$ cat config.mk
export PLATFORM = sky130hd
export DESIGN_NAME = msq_top
export DESIGN_NICKNAME = d
export VERILOG_FILES = /design/src/msq_pkg.sv /design/src/msq_axil_regs.sv /design/src/msq_gap_timer.sv /design/src/msq_top.sv
export VERILOG_INCLUDE_DIRS = /design/src
export SDC_FILE = /design/constraint.sdc
export NUM_CORES = 1
export LEC_CHECK = 0
export BUFFER_PORTS_ARGS = -buffer_cell sky130_fd_sc_hd__buf_2
export CELL_PAD_IN_SITES_DETAIL_PLACEMENT = 0
export CELL_PAD_IN_SITES_GLOBAL_PLACEMENT = 2
export CORE_MARGIN = 5
export CORE_UTILIZATION = 37
export CTS_CLUSTER_DIAMETER = 200
export CTS_CLUSTER_SIZE = 30
export DETAILED_ROUTE_END_ITERATION = 10
export GPL_ROUTABILITY_DRIVEN = 0
export PLACE_DENSITY_LB_ADDON = 0.12
export SLEW_MARGIN = 10
export SYNTH_ARGS = -nofsm -noshare
export SYNTH_HDL_FRONTEND = slang
export SYNTH_SLANG_ARGS = --single-unit
$ cat constraint.sdc
create_clock -name core_clk -period 2.4 [get_ports core_clk]
set_input_delay 0.36 -clock core_clk [delete_from_list [all_inputs] [get_ports core_clk]]
set_output_delay 0.36 -clock core_clk [all_outputs]
set_load 0.01 [all_outputs]
$ cat src/msq_cfg.svh
// Purpose: Constants for the monitor status queue block
// Assumes: 100 MHz core clock
// Notes: Offsets are byte addresses on the register bus
`ifndef MSQ_CFG_SVH
`define MSQ_CFG_SVH
`define MSQ_CLK_PERIOD_NS 10
`define MSQ_GAP_STEP_NS 500
`define MSQ_GAP_STEP_CYC (`MSQ_GAP_STEP_NS / `MSQ_CLK_PERIOD_NS)
`define MSQ_GAP_MAX 8'hff
`define MSQ_MODE_TBL_FIRST 16'h0108
`define MSQ_MODE_TBL_LAST 16'h010f
`define MSQ_OFF_CTRL 8'h00
`define MSQ_OFF_QBASE 8'h04
`define MSQ_OFF_QPTR 8'h08
`define MSQ_OFF_TAG 8'h0c
`define MSQ_OFF_STAT 8'h10
`define MSQ_OFF_MODETBL 8'h14
`define MSQ_CTRL_MODE_LSB 0
`define MSQ_CTRL_SUPPRESS 2
`define MSQ_CTRL_ENH_MEM 3
`define MSQ_QBASE_RST 16'h0000
`define MSQ_MODETBL_RST 16'h0000
`define MSQ_RESP_OKAY 2'b00
`define MSQ_RESP_SLVERR 2'b10
`endif

$ cat src/msq_pkg.sv
// Purpose: Types for the monitor status queue block
// Assumes: Constants live in msq_cfg.svh
// Notes: Mode enumeration shared by the bus slave and the core
package msq_pkg;
   typedef enum logic [1:0] {
      MSQ_MODE_WORD_MON,
      MSQ_MODE_ENH_RT,
      MSQ_MODE_ENH_MON,
      MSQ_MODE_RT_MON
   } msq_mode_t;
endpackage

$ cat src/msq_axil_regs.sv
// Purpose: AXI4-Lite slave for control and status of the queue block
// Assumes: One write and one read outstanding at most
// Notes: Unmapped addresses answer SLVERR, read zero
`timescale 1ns/1ns
`include "msq_cfg.svh"
module msq_axil_regs
   import msq_pkg::*;
(
   input wire logic core_clk,
   input wire logic resetn,
   input wire logic [7:0] s_awaddr,
   input wire logic s_awvalid,
   output logic s_awready,
   input wire logic [31:0] s_wdata,
   input wire logic [3:0] s_wstrb,
   input wire logic s_wvalid,
   output logic s_wready,
   output logic [1:0] s_bresp,
   output logic s_bvalid,
   input wire logic s_bready,
   input wire logic [7:0] s_araddr,
   input wire logic s_arvalid,
   output logic s_arready,
   output logic [31:0] s_rdata,
   output logic [1:0] s_rresp,
   output logic s_rvalid,
   input wire logic s_rready,
   input wire logic [15:0] qptr,
   input wire logic [15:0] last_tag,
   input wire logic [15:0] entries,
   output logic [3:0] ctrl,
   output logic [15:0] qbase,
   output logic qbase_load,
   output logic [15:0] mode_tbl
);
   typedef struct packed {
      logic aw_got;
      logic w_got;
      logic [7:0] awaddr;
      logic [31:0] wdata;
      logic [3:0] wstrb;
      logic bvalid;
      logic [1:0] bresp;
      logic rvalid;
      logic [31:0] rdata;
      logic [1:0] rresp;
      logic [3:0] ctrl;
      logic [15:0] qbase;
      logic qload;
      logic [15:0] mtbl;
      logic aw_rdy;
      logic w_rdy;
      logic ar_rdy;
   } msq_reg_st_t;
   msq_reg_st_t s_q, s_d;
   logic aw_hs, w_hs;

   assign aw_hs = s_awvalid && s_q.aw_rdy;
   assign w_hs = s_wvalid && s_q.w_rdy;

   always_comb begin
      s_d = s_q;
      s_d.qload = 1'b0;
      if (aw_hs) begin
         s_d.aw_got = 1'b1;
         s_d.awaddr = s_awaddr;
      end
      if (w_hs) begin
         s_d.w_got = 1'b1;
         s_d.wdata = s_wdata;
         s_d.wstrb = s_wstrb;
      end
      if (s_q.aw_got && s_q.w_got) begin
         s_d.aw_got = 1'b0;
         s_d.w_got = 1'b0;
         s_d.bvalid = 1'b1;
         s_d.bresp = `MSQ_RESP_OKAY;
         case (s_q.awaddr)
            `MSQ_OFF_CTRL: if (s_q.wstrb[0]) s_d.ctrl = s_q.wdata[3:0];
            `MSQ_OFF_QBASE: begin
               if (s_q.wstrb[0]) s_d.qbase[7:0] = s_q.wdata[7:0];
               if (s_q.wstrb[1]) s_d.qbase[15:8] = s_q.wdata[15:8];
               s_d.qload = 1'b1;
            end
            `MSQ_OFF_MODETBL: begin
               if (s_q.wstrb[0]) s_d.mtbl[7:0] = s_q.wdata[7:0];
               if (s_q.wstrb[1]) s_d.mtbl[15:8] = s_q.wdata[15:8];
            end
            `MSQ_OFF_QPTR, `MSQ_OFF_TAG, `MSQ_OFF_STAT: ;
            default: s_d.bresp = `MSQ_RESP_SLVERR;
         endcase
      end
      if (s_q.bvalid && s_bready) s_d.bvalid = 1'b0;
      if (s_q.rvalid && s_rready) s_d.rvalid = 1'b0;
      if (s_arvalid && s_q.ar_rdy) begin
         s_d.rvalid = 1'b1;
         s_d.rresp = `MSQ_RESP_OKAY;
         case (s_araddr)
            `MSQ_OFF_CTRL: s_d.rdata = {28'h0000000, s_q.ctrl};
            `MSQ_OFF_QBASE: s_d.rdata = {16'h0000, s_q.qbase};
            `MSQ_OFF_QPTR: s_d.rdata = {16'h0000, qptr};
            `MSQ_OFF_TAG: s_d.rdata = {16'h0000, last_tag};
            `MSQ_OFF_STAT: s_d.rdata = {16'h0000, entries};
            `MSQ_OFF_MODETBL: s_d.rdata = {16'h0000, s_q.mtbl};
            default: begin
               s_d.rdata = 32'h00000000;
               s_d.rresp = `MSQ_RESP_SLVERR;
            end
         endcase
      end
      s_d.aw_rdy = !s_d.aw_got && !s_d.bvalid;
      s_d.w_rdy = !s_d.w_got && !s_d.bvalid;
      s_d.ar_rdy = !s_d.rvalid;
   end

   always_ff @(posedge core_clk or negedge resetn) begin
      if (!resetn) begin
         s_q <= '0;
         s_q.qbase <= `MSQ_QBASE_RST;
         s_q.mtbl <= `MSQ_MODETBL_RST;
      end else begin
         s_q <= s_d;
      end
   end

   assign s_awready = s_q.aw_rdy;
   assign s_wready = s_q.w_rdy;
   assign s_bvalid = s_q.bvalid;
   assign s_bresp = s_q.bresp;
   assign s_arready = s_q.ar_rdy;
   assign s_rvalid = s_q.rvalid;
   assign s_rdata = s_q.rdata;
   assign s_rresp = s_q.rresp;
   assign ctrl = s_q.ctrl;
   assign qbase = s_q.qbase;
   assign qbase_load = s_q.qload;
   assign mode_tbl = s_q.mtbl;
endmodule

$ cat src/msq_gap_timer.sv
// Purpose: Counts idle gap between bus words in half-microsecond steps
// Assumes: word_end and word_start are one-cycle pulses on core_clk
// Notes: Saturates rather than wrapping
`timescale 1ns/1ns
`include "msq_cfg.svh"
module msq_gap_timer
   import msq_pkg::*;
(
   input wire logic core_clk,
   input wire logic resetn,
   input wire logic word_end,
   input wire logic word_start,
   output logic [7:0] gap_time
);
   typedef struct packed {
      logic [7:0] pre;
      logic [7:0] gap;
      logic run;
   } msq_gap_st_t;
   msq_gap_st_t s_q, s_d;

   always_comb begin
      s_d = s_q;
      if (word_end) begin
         s_d.run = 1'b1;
         s_d.gap = 8'h00;
         s_d.pre = 8'h00;
      end else if (word_start) begin
         s_d.run = 1'b0;
      end else if (s_q.run) begin
         if (s_q.pre == 8'(`MSQ_GAP_STEP_CYC - 1)) begin
            s_d.pre = 8'h00;
            // Holds at 127.5 us instead of wrapping to a short gap
            if (s_q.gap != `MSQ_GAP_MAX) s_d.gap = s_q.gap + 8'h01;
         end else begin
            s_d.pre = s_q.pre + 8'h01;
         end
      end
   end

   always_ff @(posedge core_clk or negedge resetn) begin
      if (!resetn) s_q <= '0;
      else s_q <= s_d;
   end

   assign gap_time = s_q.gap;
endmodule

$ cat src/msq_top.sv
// Purpose: Word monitor tag builder and interrupt status queue writer
// Assumes: Decoder pulses are synchronous to core_clk, one cycle each
// Notes: RAM writes are a simple write port with a stall input
//
// What this block does
// - Tag bits 15..8 hold gap time in 0.5 us steps, saturating 127.5 us.
// - Tag bit 7 is always one.
// - Tag bit 6 is zero only for a valid command to this terminal.
// - Tag bit 5 is zero only for a valid broadcast command, address 31.
// - Tag bit 4 is one when the word had any reception error.
// - Tag bit 3 is one for command sync, zero for data sync.
// - Tag bit 2 is zero for bus A, one for bus B.
// - Tag bit 1 is one when words are contiguous, else gap recorded.
// - Tag bit 0 is zero only for a valid mode code command.
// - Enhanced RT, monitor or combined modes queue two words per event.
// - Event word bit 0 is one for message events, zero otherwise.
// - Message events carry a block status pointer as parameter.
// - Bit 15 flags transmitter watchdog expiry, with RT pointer, or monitor pointer in monitor-only mode.
// - Bit 14: illegal command in RT, valid message in monitor unless suppressed.
// - Bits 13,12 monitor data stack; bits 11,10 RT circular buffer.
// - Bits 9,8 monitor command stack; bits 7,6 RT command stack.
// - Bit 5 flags external RAM handshake failure in transparent mode.
// - Bit 4 flags protocol error, loopback mismatch or response timeout.
// - Bit 3 flags mode command only if enabled in its lookup table.
// - Bit 2 flags subaddress end-of-message under enhanced memory with enable.
// - Bit 1 flags any completed message.
// - Non-message bits 4,3,2 use zero parameter; bit 1 uses failing address.
// - Non-message word bits 15..5 are written zero.
//
// The AXI4-Lite slave port and the register addresses are this design's own decisions.
`timescale 1ns/1ns
`include "msq_cfg.svh"
module msq_top
   import msq_pkg::*;
(
   input wire logic core_clk,
   input wire logic resetn,
   input wire logic [7:0] s_awaddr,
   input wire logic s_awvalid,
   output logic s_awready,
   input wire logic [31:0] s_wdata,
   input wire logic [3:0] s_wstrb,
   input wire logic s_wvalid,
   output logic s_wready,
   output logic [1:0] s_bresp,
   output logic s_bvalid,
   input wire logic s_bready,
   input wire logic [7:0] s_araddr,
   input wire logic s_arvalid,
   output logic s_arready,
   output logic [31:0] s_rdata,
   output logic [1:0] s_rresp,
   output logic s_rvalid,
   input wire logic s_rready,
   input wire logic word_start,
   input wire logic word_end,
   input wire logic word_done,
   input wire logic word_own_cmd,
   input wire logic word_broadcast_cmd_n_cmd,
   input wire logic word_mode_cmd,
   input wire logic word_err,
   input wire logic word_cmd_sync,
   input wire logic bus_select,
   input wire logic contiguous_flag,
   input wire logic ev_watchdog,
   input wire logic ev_illegal_cmd,
   input wire logic ev_valid_msg,
   input wire logic ev_mdata_half,
   input wire logic ev_mdata_roll,
   input wire logic ev_rtbuf_half,
   input wire logic ev_rtbuf_roll,
   input wire logic ev_mcmd_half,
   input wire logic ev_mcmd_roll,
   input wire logic ev_own_terminal_cmd_n_half,
   input wire logic ev_own_terminal_cmd_n_roll,
   input wire logic ev_handshake_fail,
   input wire logic ev_msg_error,
   input wire logic ev_mode_cmd,
   input wire logic [2:0] mode_cmd_idx,
   input wire logic ev_sa_done,
   input wire logic transmit_done_irq_en,
   input wire logic receive_done_irq_en,
   input wire logic broadcast_done_irq_en,
   input wire logic message_end,
   input wire logic [15:0] rt_bsw_ptr,
   input wire logic [15:0] mt_bsw_ptr,
   input wire logic ev_ttag_roll,
   input wire logic ev_addr_parity,
   input wire logic ev_selftest_done,
   input wire logic ev_ram_parity,
   input wire logic [15:0] ram_parity_addr,
   input wire logic ram_busy,
   output logic ram_we,
   output logic [15:0] ram_addr,
   output logic [15:0] ram_wdata,
   output logic ev_overrun
);
   typedef enum logic [1:0] {
      MSQ_IDLE,
      MSQ_WR_EVENT,
      MSQ_WR_PARAM
   } msq_state_t;

   typedef struct packed {
      msq_state_t st;
      logic [15:0] ev_word;
      logic [15:0] param;
      logic msg_pend;
      logic [15:0] msg_word;
      logic [15:0] msg_param;
      logic nm_pend;
      logic [15:0] nm_word;
      logic [15:0] nm_param;
      logic [15:0] qptr;
      logic [15:0] entries;
      logic [15:0] tag;
      logic we;
      logic [15:0] addr;
      logic [15:0] wdata;
      logic overrun;
   } msq_top_st_t;

   msq_top_st_t s_q, s_d;
   logic [3:0] ctrl;
   logic [15:0] qbase;
   logic qbase_load;
   logic [15:0] mode_tbl;
   logic [7:0] gap_time;
   msq_mode_t mode;
   logic enh_mode;
   logic mon_side;
   logic rt_side;
   logic [15:0] msg_bits;
   logic [15:0] nm_bits;
   logic [15:0] msg_ptr;
   logic [4:0] nm_raw;
   logic [4:0] nm_sync1;
   logic [4:0] nm_sync2;

   //////////////////////////////////////////////////////////////////////
   msq_axil_regs u_regs (
      .core_clk(core_clk),
      .resetn(resetn),
      .s_awaddr(s_awaddr),
      .s_awvalid(s_awvalid),
      .s_awready(s_awready),
      .s_wdata(s_wdata),
      .s_wstrb(s_wstrb),
      .s_wvalid(s_wvalid),
      .s_wready(s_wready),
      .s_bresp(s_bresp),
      .s_bvalid(s_bvalid),
      .s_bready(s_bready),
      .s_araddr(s_araddr),
      .s_arvalid(s_arvalid),
      .s_arready(s_arready),
      .s_rdata(s_rdata),
      .s_rresp(s_rresp),
      .s_rvalid(s_rvalid),
      .s_rready(s_rready),
      .qptr(s_q.qptr),
      .last_tag(s_q.tag),
      .entries(s_q.entries),
      .ctrl(ctrl),
      .qbase(qbase),
      .qbase_load(qbase_load),
      .mode_tbl(mode_tbl)
   );

   msq_gap_timer u_gap (
      .core_clk(core_clk),
      .resetn(resetn),
      .word_end(word_end),
      .word_start(word_start),
      .gap_time(gap_time)
   );

   //////////////////////////////////////////////////////////////////////
   // Event decode
   assign mode = msq_mode_t'(ctrl[`MSQ_CTRL_MODE_LSB +: 2]);
   assign enh_mode = (mode != MSQ_MODE_WORD_MON);
   assign mon_side = (mode == MSQ_MODE_ENH_MON) || (mode == MSQ_MODE_RT_MON);
   assign rt_side = (mode == MSQ_MODE_ENH_RT) || (mode == MSQ_MODE_RT_MON);

   // RT pointer wins in combined mode; monitor-only mode uses monitor pointer
   assign msg_ptr = rt_side ? rt_bsw_ptr : mt_bsw_ptr;

   // Self-test and parity pulses may come from slower logic, so resample
   assign nm_raw = {ev_ttag_roll, ev_addr_parity, ev_selftest_done, ev_ram_parity, 1'b0};

   always_comb begin
      msg_bits = 16'h0000;
      msg_bits[15] = ev_watchdog;
      msg_bits[14] = (rt_side && ev_illegal_cmd) ||
                     (mon_side && ev_valid_msg && !ctrl[`MSQ_CTRL_SUPPRESS]);
      msg_bits[13] = ev_mdata_half;
      msg_bits[12] = ev_mdata_roll;
      msg_bits[11] = ev_rtbuf_half;
      msg_bits[10] = ev_rtbuf_roll;
      msg_bits[9] = ev_mcmd_half;
      msg_bits[8] = ev_mcmd_roll;
      msg_bits[7] = ev_own_terminal_cmd_n_half;
      msg_bits[6] = ev_own_terminal_cmd_n_roll;
      msg_bits[5] = ev_handshake_fail;
      msg_bits[4] = ev_msg_error;
      msg_bits[3] = ev_mode_cmd && mode_tbl[{mode_cmd_idx, 1'b0}];
      msg_bits[2] = ev_sa_done && ctrl[`MSQ_CTRL_ENH_MEM] &&
                    (transmit_done_irq_en || receive_done_irq_en ||
                     broadcast_done_irq_en);
      msg_bits[1] = message_end;
      msg_bits[0] = |msg_bits[15:1];
      nm_bits = {11'h000, nm_sync2};
   end

   //////////////////////////////////////////////////////////////////////
   // Queue writer and tag builder
   always_comb begin
      s_d = s_q;
      s_d.we = 1'b0;
      s_d.overrun = 1'b0;
      if (qbase_load) begin
         s_d.qptr = qbase;
         s_d.entries = 16'h0000;
      end
      if (word_done) begin
         s_d.tag = {contiguous_flag ? 8'h00 : gap_time,
                    1'b1,
                    !word_own_cmd,
                    !word_broadcast_cmd_n_cmd,
                    word_err,
                    word_cmd_sync,
                    bus_select,
                    contiguous_flag,
                    !word_mode_cmd};
      end
      case (s_q.st)
         MSQ_IDLE: begin
            if (s_q.msg_pend) begin
               s_d.ev_word = s_q.msg_word;
               s_d.param = s_q.msg_param;
               s_d.msg_pend = 1'b0;
               s_d.st = MSQ_WR_EVENT;
            end else if (s_q.nm_pend) begin
               s_d.ev_word = s_q.nm_word;
               s_d.param = s_q.nm_param;
               s_d.nm_pend = 1'b0;
               s_d.st = MSQ_WR_EVENT;
            end
         end
         MSQ_WR_EVENT: begin
            if (!ram_busy) begin
               s_d.we = 1'b1;
               s_d.addr = s_q.qptr;
               s_d.wdata = s_q.ev_word;
               s_d.st = MSQ_WR_PARAM;
            end
         end
         MSQ_WR_PARAM: begin
            if (!ram_busy && !s_q.we) begin
               s_d.we = 1'b1;
               s_d.addr = s_q.qptr + 16'h0001;
               s_d.wdata = s_q.param;
               // Pointer moves as the parameter word write is issued, once the event word is in RAM
               s_d.qptr = s_q.qptr + 16'h0002;
               s_d.entries = s_q.entries + 16'h0001;
               s_d.st = MSQ_IDLE;
            end
         end
         default: s_d.st = MSQ_IDLE;
      endcase
      // Merge after the pick, so a word just taken is not queued twice
      if (enh_mode && msg_bits[0]) begin
         if (s_d.msg_pend) s_d.overrun = 1'b1;
         s_d.msg_word = (s_d.msg_pend ? s_d.msg_word : 16'h0000) | msg_bits;
         s_d.msg_pend = 1'b1;
         s_d.msg_param = msg_ptr;
      end
      if (enh_mode && (|nm_bits)) begin
         if (s_d.nm_pend) s_d.overrun = 1'b1;
         s_d.nm_word = (s_d.nm_pend ? s_d.nm_word : 16'h0000) | nm_bits;
         s_d.nm_pend = 1'b1;
         // Only parity fault has an address; others report zero
         s_d.nm_param = nm_bits[1] ? ram_parity_addr : 16'h0000;
      end
   end

   always_ff @(posedge core_clk or negedge resetn) begin
      if (!resetn) begin
         s_q <= '0;
         s_q.st <= MSQ_IDLE;
         s_q.qptr <= `MSQ_QBASE_RST;
         nm_sync1 <= 5'h00;
         nm_sync2 <= 5'h00;
      end else begin
         s_q <= s_d;
         nm_sync1 <= nm_raw;
         nm_sync2 <= nm_sync1;
      end
   end

   assign ram_we = s_q.we;
   assign ram_addr = s_q.addr;
   assign ram_wdata = s_q.wdata;
   assign ev_overrun = s_q.overrun;
endmodule

---- Word-level counts from Yosys, hierarchy flattened ----
Cells that the tools add are included.
operators by class
  add/subtract/negate cells ............... 5
  magnitude comparators ................... 1
  eq/ne operators ......................... 21
  multiplexer cells ....................... 49
  bitwise gates (word level) .............. 2
  reductions and logical operators ........ 56
operators by type and width
  cell                                                              number
  33-bit 2-to-1 mux                                                 4
  16-bit 2-to-1 mux                                                 7
  32-bit 2-to-1 mux                                                 3
  16-bit case mux with 6 select lines                               1
  34-bit 2-to-1 mux                                                 2
  33-bit case mux with 2 select lines                               1
  8-bit 2-to-1 mux                                                  6
  35-bit 2-to-1 mux                                                 1
  17-bit 2-to-1 mux                                                 2
  16-bit by 1-bit adder with 16-bit output (second input constant)  2
  8-bit by 4-bit == test with 1-bit output (second input constant)  4
  8-bit by 5-bit == test with 1-bit output (second input constant)  4
  3-bit AND reduction                                               7
  1-bit logical AND                                                 17
  16-bit by 2-bit adder with 16-bit output (second input constant)  1
  8-bit by 1-bit adder with 8-bit output (second input constant)    2
  8-bit by 3-bit == test with 1-bit output (second input constant)  2
  8-bit logical NOT                                                 2
  16-bit OR                                                         1
  16-bit by 5-bit OR with 16-bit output                             1
  15-bit OR reduction                                               1
  1-bit 2-to-1 mux                                                  14
  2-bit nonzero test                                                7
  6-bit OR reduction                                                2
  other kinds (18)                                                  40
storage, ports and cells
  bits in registers ....................... 313
  input bits .............................. 144
  output and inout bits ................... 75
  logic and storage cells ................. 174

---- Depth between registers and ports, before layout ----
  depth after elaboration ................. 10
  mapped depth ............................ 10

---- Cells and area by module ----
A second synthesis with hierarchy kept.
second synthesis, totals
  cell total of the unflattened synthesis .. 1349
  area total of the unflattened synthesis .. 14452.6 um2
by module, submodules not included
  module         instances  cells an instance  area each (um2)  seq. area each (um2)
  msq_top        1          876                8912.3           4754.6
  msq_axil_regs  1          366                4510.6           2202.1
  msq_gap_timer  1          107                1029.7           425.4

---- Worst setup path before layout ----
OpenSTA, ideal clock, no wires.
  path kind ............................... reg2reg
  from .................................... reg s_q[180] (netlist bit)
  to ...................................... reg s_q (netlist bit ram_addr[8])
  library setup time ...................... 95 ps
  arrival time ............................ 2022 ps
  required time ........................... 2305 ps
  slack ................................... 282 ps
  stages on the path, launching flop included .. 10
  buffers on the path ..................... 3
  period minus slack after synthesis ...... 2118 ps
  path through ............................ dfrtp_1 > inv_1 > ha_1 > buf_2 > or3b_2 > clkbuf_1 > buf_1 > a31oi_1 > a21oi_1 > o31ai_1
on the way
  word-level cells in the longest chain between the ends .. 3
  elaborated cells between the ends (all ways) .. 7
RTL lines
  item                                                                          line            text
  start: declaration                                                            msq_top.sv:123  msq_top_st_t s_q, s_d;
  2-bit == test or 2-bit by 1-bit == test with 1-bit output (tied branches)     msq_top.sv:236  case (s_q.st)
  2-bit inequality test (no source line) or 2-bit nonzero test (tied branches)  -
  3-bit AND reduction (no source line)                                          -
Parallel ways exist; a longest one is shown, timed or not.
A chain may end at the register's enable or synchronous reset.

---- Worst setup path after layout ----
  from .................................... reg u_regs.s_q[114] (netlist bit)
  to ...................................... reg u_regs.qbase[15] (netlist name)
on the way
  word-level cells in the longest chain between the ends .. 2
RTL lines
  item                                      line                 text
  start: declaration                        msq_axil_regs.sv:55  msq_reg_st_t s_q, s_d;
  8-bit by 3-bit == test with 1-bit output  msq_axil_regs.sv:78  case (s_q.awaddr)
  3-bit AND reduction (no source line)      -
No other way between the ends.

==> metrics.cfg <==
[power]
peakVddDrop_mv = 0.580
power_density_nw_per_um2 = 834
p_leak_uw = 0.00713

[die]
pin_count = 219
start_util = 0.372
core_area_sq_um = 37400
die_area_sq_um = 41600
num_rows = 71
die_h_microns = 204
die_w_microns = 204

[route]
drc = 0
routedWlPerCell_microns = 19.9
totalWireLength_microns = 37900
drtIter0Drc = 522
routed_via_density = 5.17
vias = 9836
drtAntennaViolNets = 0
firstDrtPassIters = 5

[global_route]
grt_pass1_vias = 10000
grt_max_degree = 67
grt_util_met3 = 0.0282
grt_pass1_wl_microns = 59600
grt_usage = 0.180
grtUsageMet1 = 0.274
busiest_layer = met2
antenna_found_initial = 2
met2_usage = 0.281
grt-ovfl-total = 0

[layout]
diodes = 0
multi_input_area_sq_um = 5760
final_common_cell = dfrtp_1
fin_nets = 1544
mostFrequentLayoutCells = dfrtp_1, buf_2, nand2_1, o21ai_0, mux2_2
fillers = 3685
fin_util = 0.418
drive_gt1_frac = 0.260
regArea_sq_um = 7380
area_growth_pct = 12.3
stdcell_count = 1903

[sta]
slew_headroom = 0.473
slew_viol_final = 0
fin_skew_ns = 0.0195
final_hold_viol_count = 0
fin_crit_ns = 2.22
grt_setup_unrepaired = false
tightest_slew_ns = 0.787
tns_ns = 0
fmax_mhz = 451
setup_violations = 0
hold-worst-slack_ns = 0.0622
min_period_over_period = 0.924

[synth]
synth_ff_type = dfrtp_1
ys_seq_area_frac = 0.530
ys_types = 68
ys_ff_latch = 295
syn_area_per_cell_sq_um = 11.0
synthCells = 1263
syn_area_sq_um = 13900
yosysWarnings = 0
synth-edff-count = 0
async_reset_ff_frac = 1.00

[placement]
placed_cells = 1879
place_hpwl_microns = 28200
port_buffers = 182

[clock_network]
clock_path_buffers = 3
ctsHtreeMaxLevel = 1
cts.sinks = 295
clock-root-buffer = clkbuf_16
cts_tree = built
cts_inserted_buffers = 13
cts.clk_slew.worst_paths_ns = 0.12
cts_resized = 0
worst_skew_pair.late_latency_ns = 0.51

[worst_setup_path]
cp_max_fo = 8
required_ns = 2.80
end_kind = flip-flop
path_class = reg -> reg
critPathLaunchType = flip-flop
worstPathArrival_ns = 2.61

[run_status]
status = completed

[worst_hold_path]
hp-class = in -> reg

[flow_run]
drv_cap = 0

[cell type report]
class                   instances  area share
flip-flops and latches        295       0.472
multi-input cells             821       0.369
repair buffers                233      0.0895
well taps                     511      0.0409
clock buffers                  14      0.0211
inverters                      27     0.00648
clock inverters                 2     0.00104
[path summary, 6_finish.rpt]
path,start,end,slack [ns],depth (start not counted)
min in group asynchronous,resetn,s_q[119]$_DFFE_PN0P_,0.40,2
worst min-delay path,s_rready,u_regs.s_rvalid$_DFF_PN0_,0.06,2
worst max register to register,u_regs.s_q[114]$_DFFE_PN0P_,u_regs.qbase[15]$_DFFE_PN0P_,0.18,5
worst min register to register,nm_sync1[2]$_DFF_PN0_,nm_sync2[2]$_DFF_PN0_,0.36,0
max in group asynchronous,resetn,ram_wdata[6]$_DFFE_PN0P_,1.26,3
worst max-delay path,u_regs.s_q[114]$_DFFE_PN0P_,u_regs.qbase[15]$_DFFE_PN0P_,0.18,5
[power by group]
group          switching [uW]  leakage [uW]  internal, uW  total, uW
Clock                    1570      0.000166          1010       2580
Sequential               1000       0.00386          6100       7100
Combinational            1800       0.00309          1550       3350
[sequential cells by signal (all words and copies together) (netlist names), 4 cells and up]
signal,count
s_q,148
u_gap.s_q,9
u_gap.gap_time,8
nm_sync2,4
u_regs.ctrl,4
ram_addr,16
ram_wdata,16
u_regs.mode_tbl,16
u_regs.qbase,16
u_regs.s_rdata,16
nm_sync1,4
u_regs.s_q,28
[Yosys cell counts, types with 8 or more instances]
cell / count / area (sq um)
inv_1: 27 / 101
nand3b_1: 8 / 60.1
nor2_1: 56 / 210
buf_4: 68 / 510
nor2b_1: 12 / 75.1
and3_1: 13 / 81.3
buf_1: 8 / 30.0
nand4_1: 13 / 81.3
ha_1: 9 / 113
mux2_1: 15 / 169
o31ai_1: 10 / 75.1
mux2i_1: 54 / 541
mux2_2: 94 / 1060
a22o_1: 46 / 403
o21ai_0: 108 / 541
a21oi_1: 36 / 180
dfrtp_1: 295 / 7380
clkbuf_1: 53 / 199
nor3_1: 13 / 65.1
a22oi_1: 30 / 225
o22ai_1: 19 / 119
nand3_1: 19 / 95.1
and2_1: 17 / 106
nand2_1: 122 / 458
[per-layer routing]
layer	vias to the layer above	routed length (microns)
met4	4	476
li1	4724	-
met5	-	34
met2	167	17200
met3	30	1540
met1	4911	18600
[worst max-delay path: stages, from the launching register on]
cell	delay, ns
dfrtp_1	0.40
or4_4	0.56
nor4_4	0.33
and3b_1	0.35
nand2_4	0.15
mux2_4	0.32
[metrics by stage]
stage / cell area (sq um) / power [uW] / setup slack (ns)
final: 15600 / 13000 / 0.182
after global placement: 15200 / 10500 / 0.0812
after floorplan: 14000 / 9200 / 0.282
after detailed placement: 15200 / 10600 / 0.112
after global routing: 15600 / 13900 / 0.0677
after CTS: 15600 / 13300 / 0.165
[repair_timing]
action,in CTS,in global routing
setup buffers,0,0
hold buffers,8,0
endpoints found under the hold margin,63,0
[cell families after synthesis]
logic type                 after synthesis  share of synthesized area
adders and majority gates                9                    0.00809
muxes                                  169                      0.136
AOI/OAI and AO/OA                      301                      0.142
DFF                                    295                      0.530
other                                    1                   0.000269
xor gates and xnor gates                 7                    0.00440
and+or+nand+nor                        317                      0.115
buffers and inverters                  164                     0.0637
No activity file was read; power rests on OpenSTA's default activity.
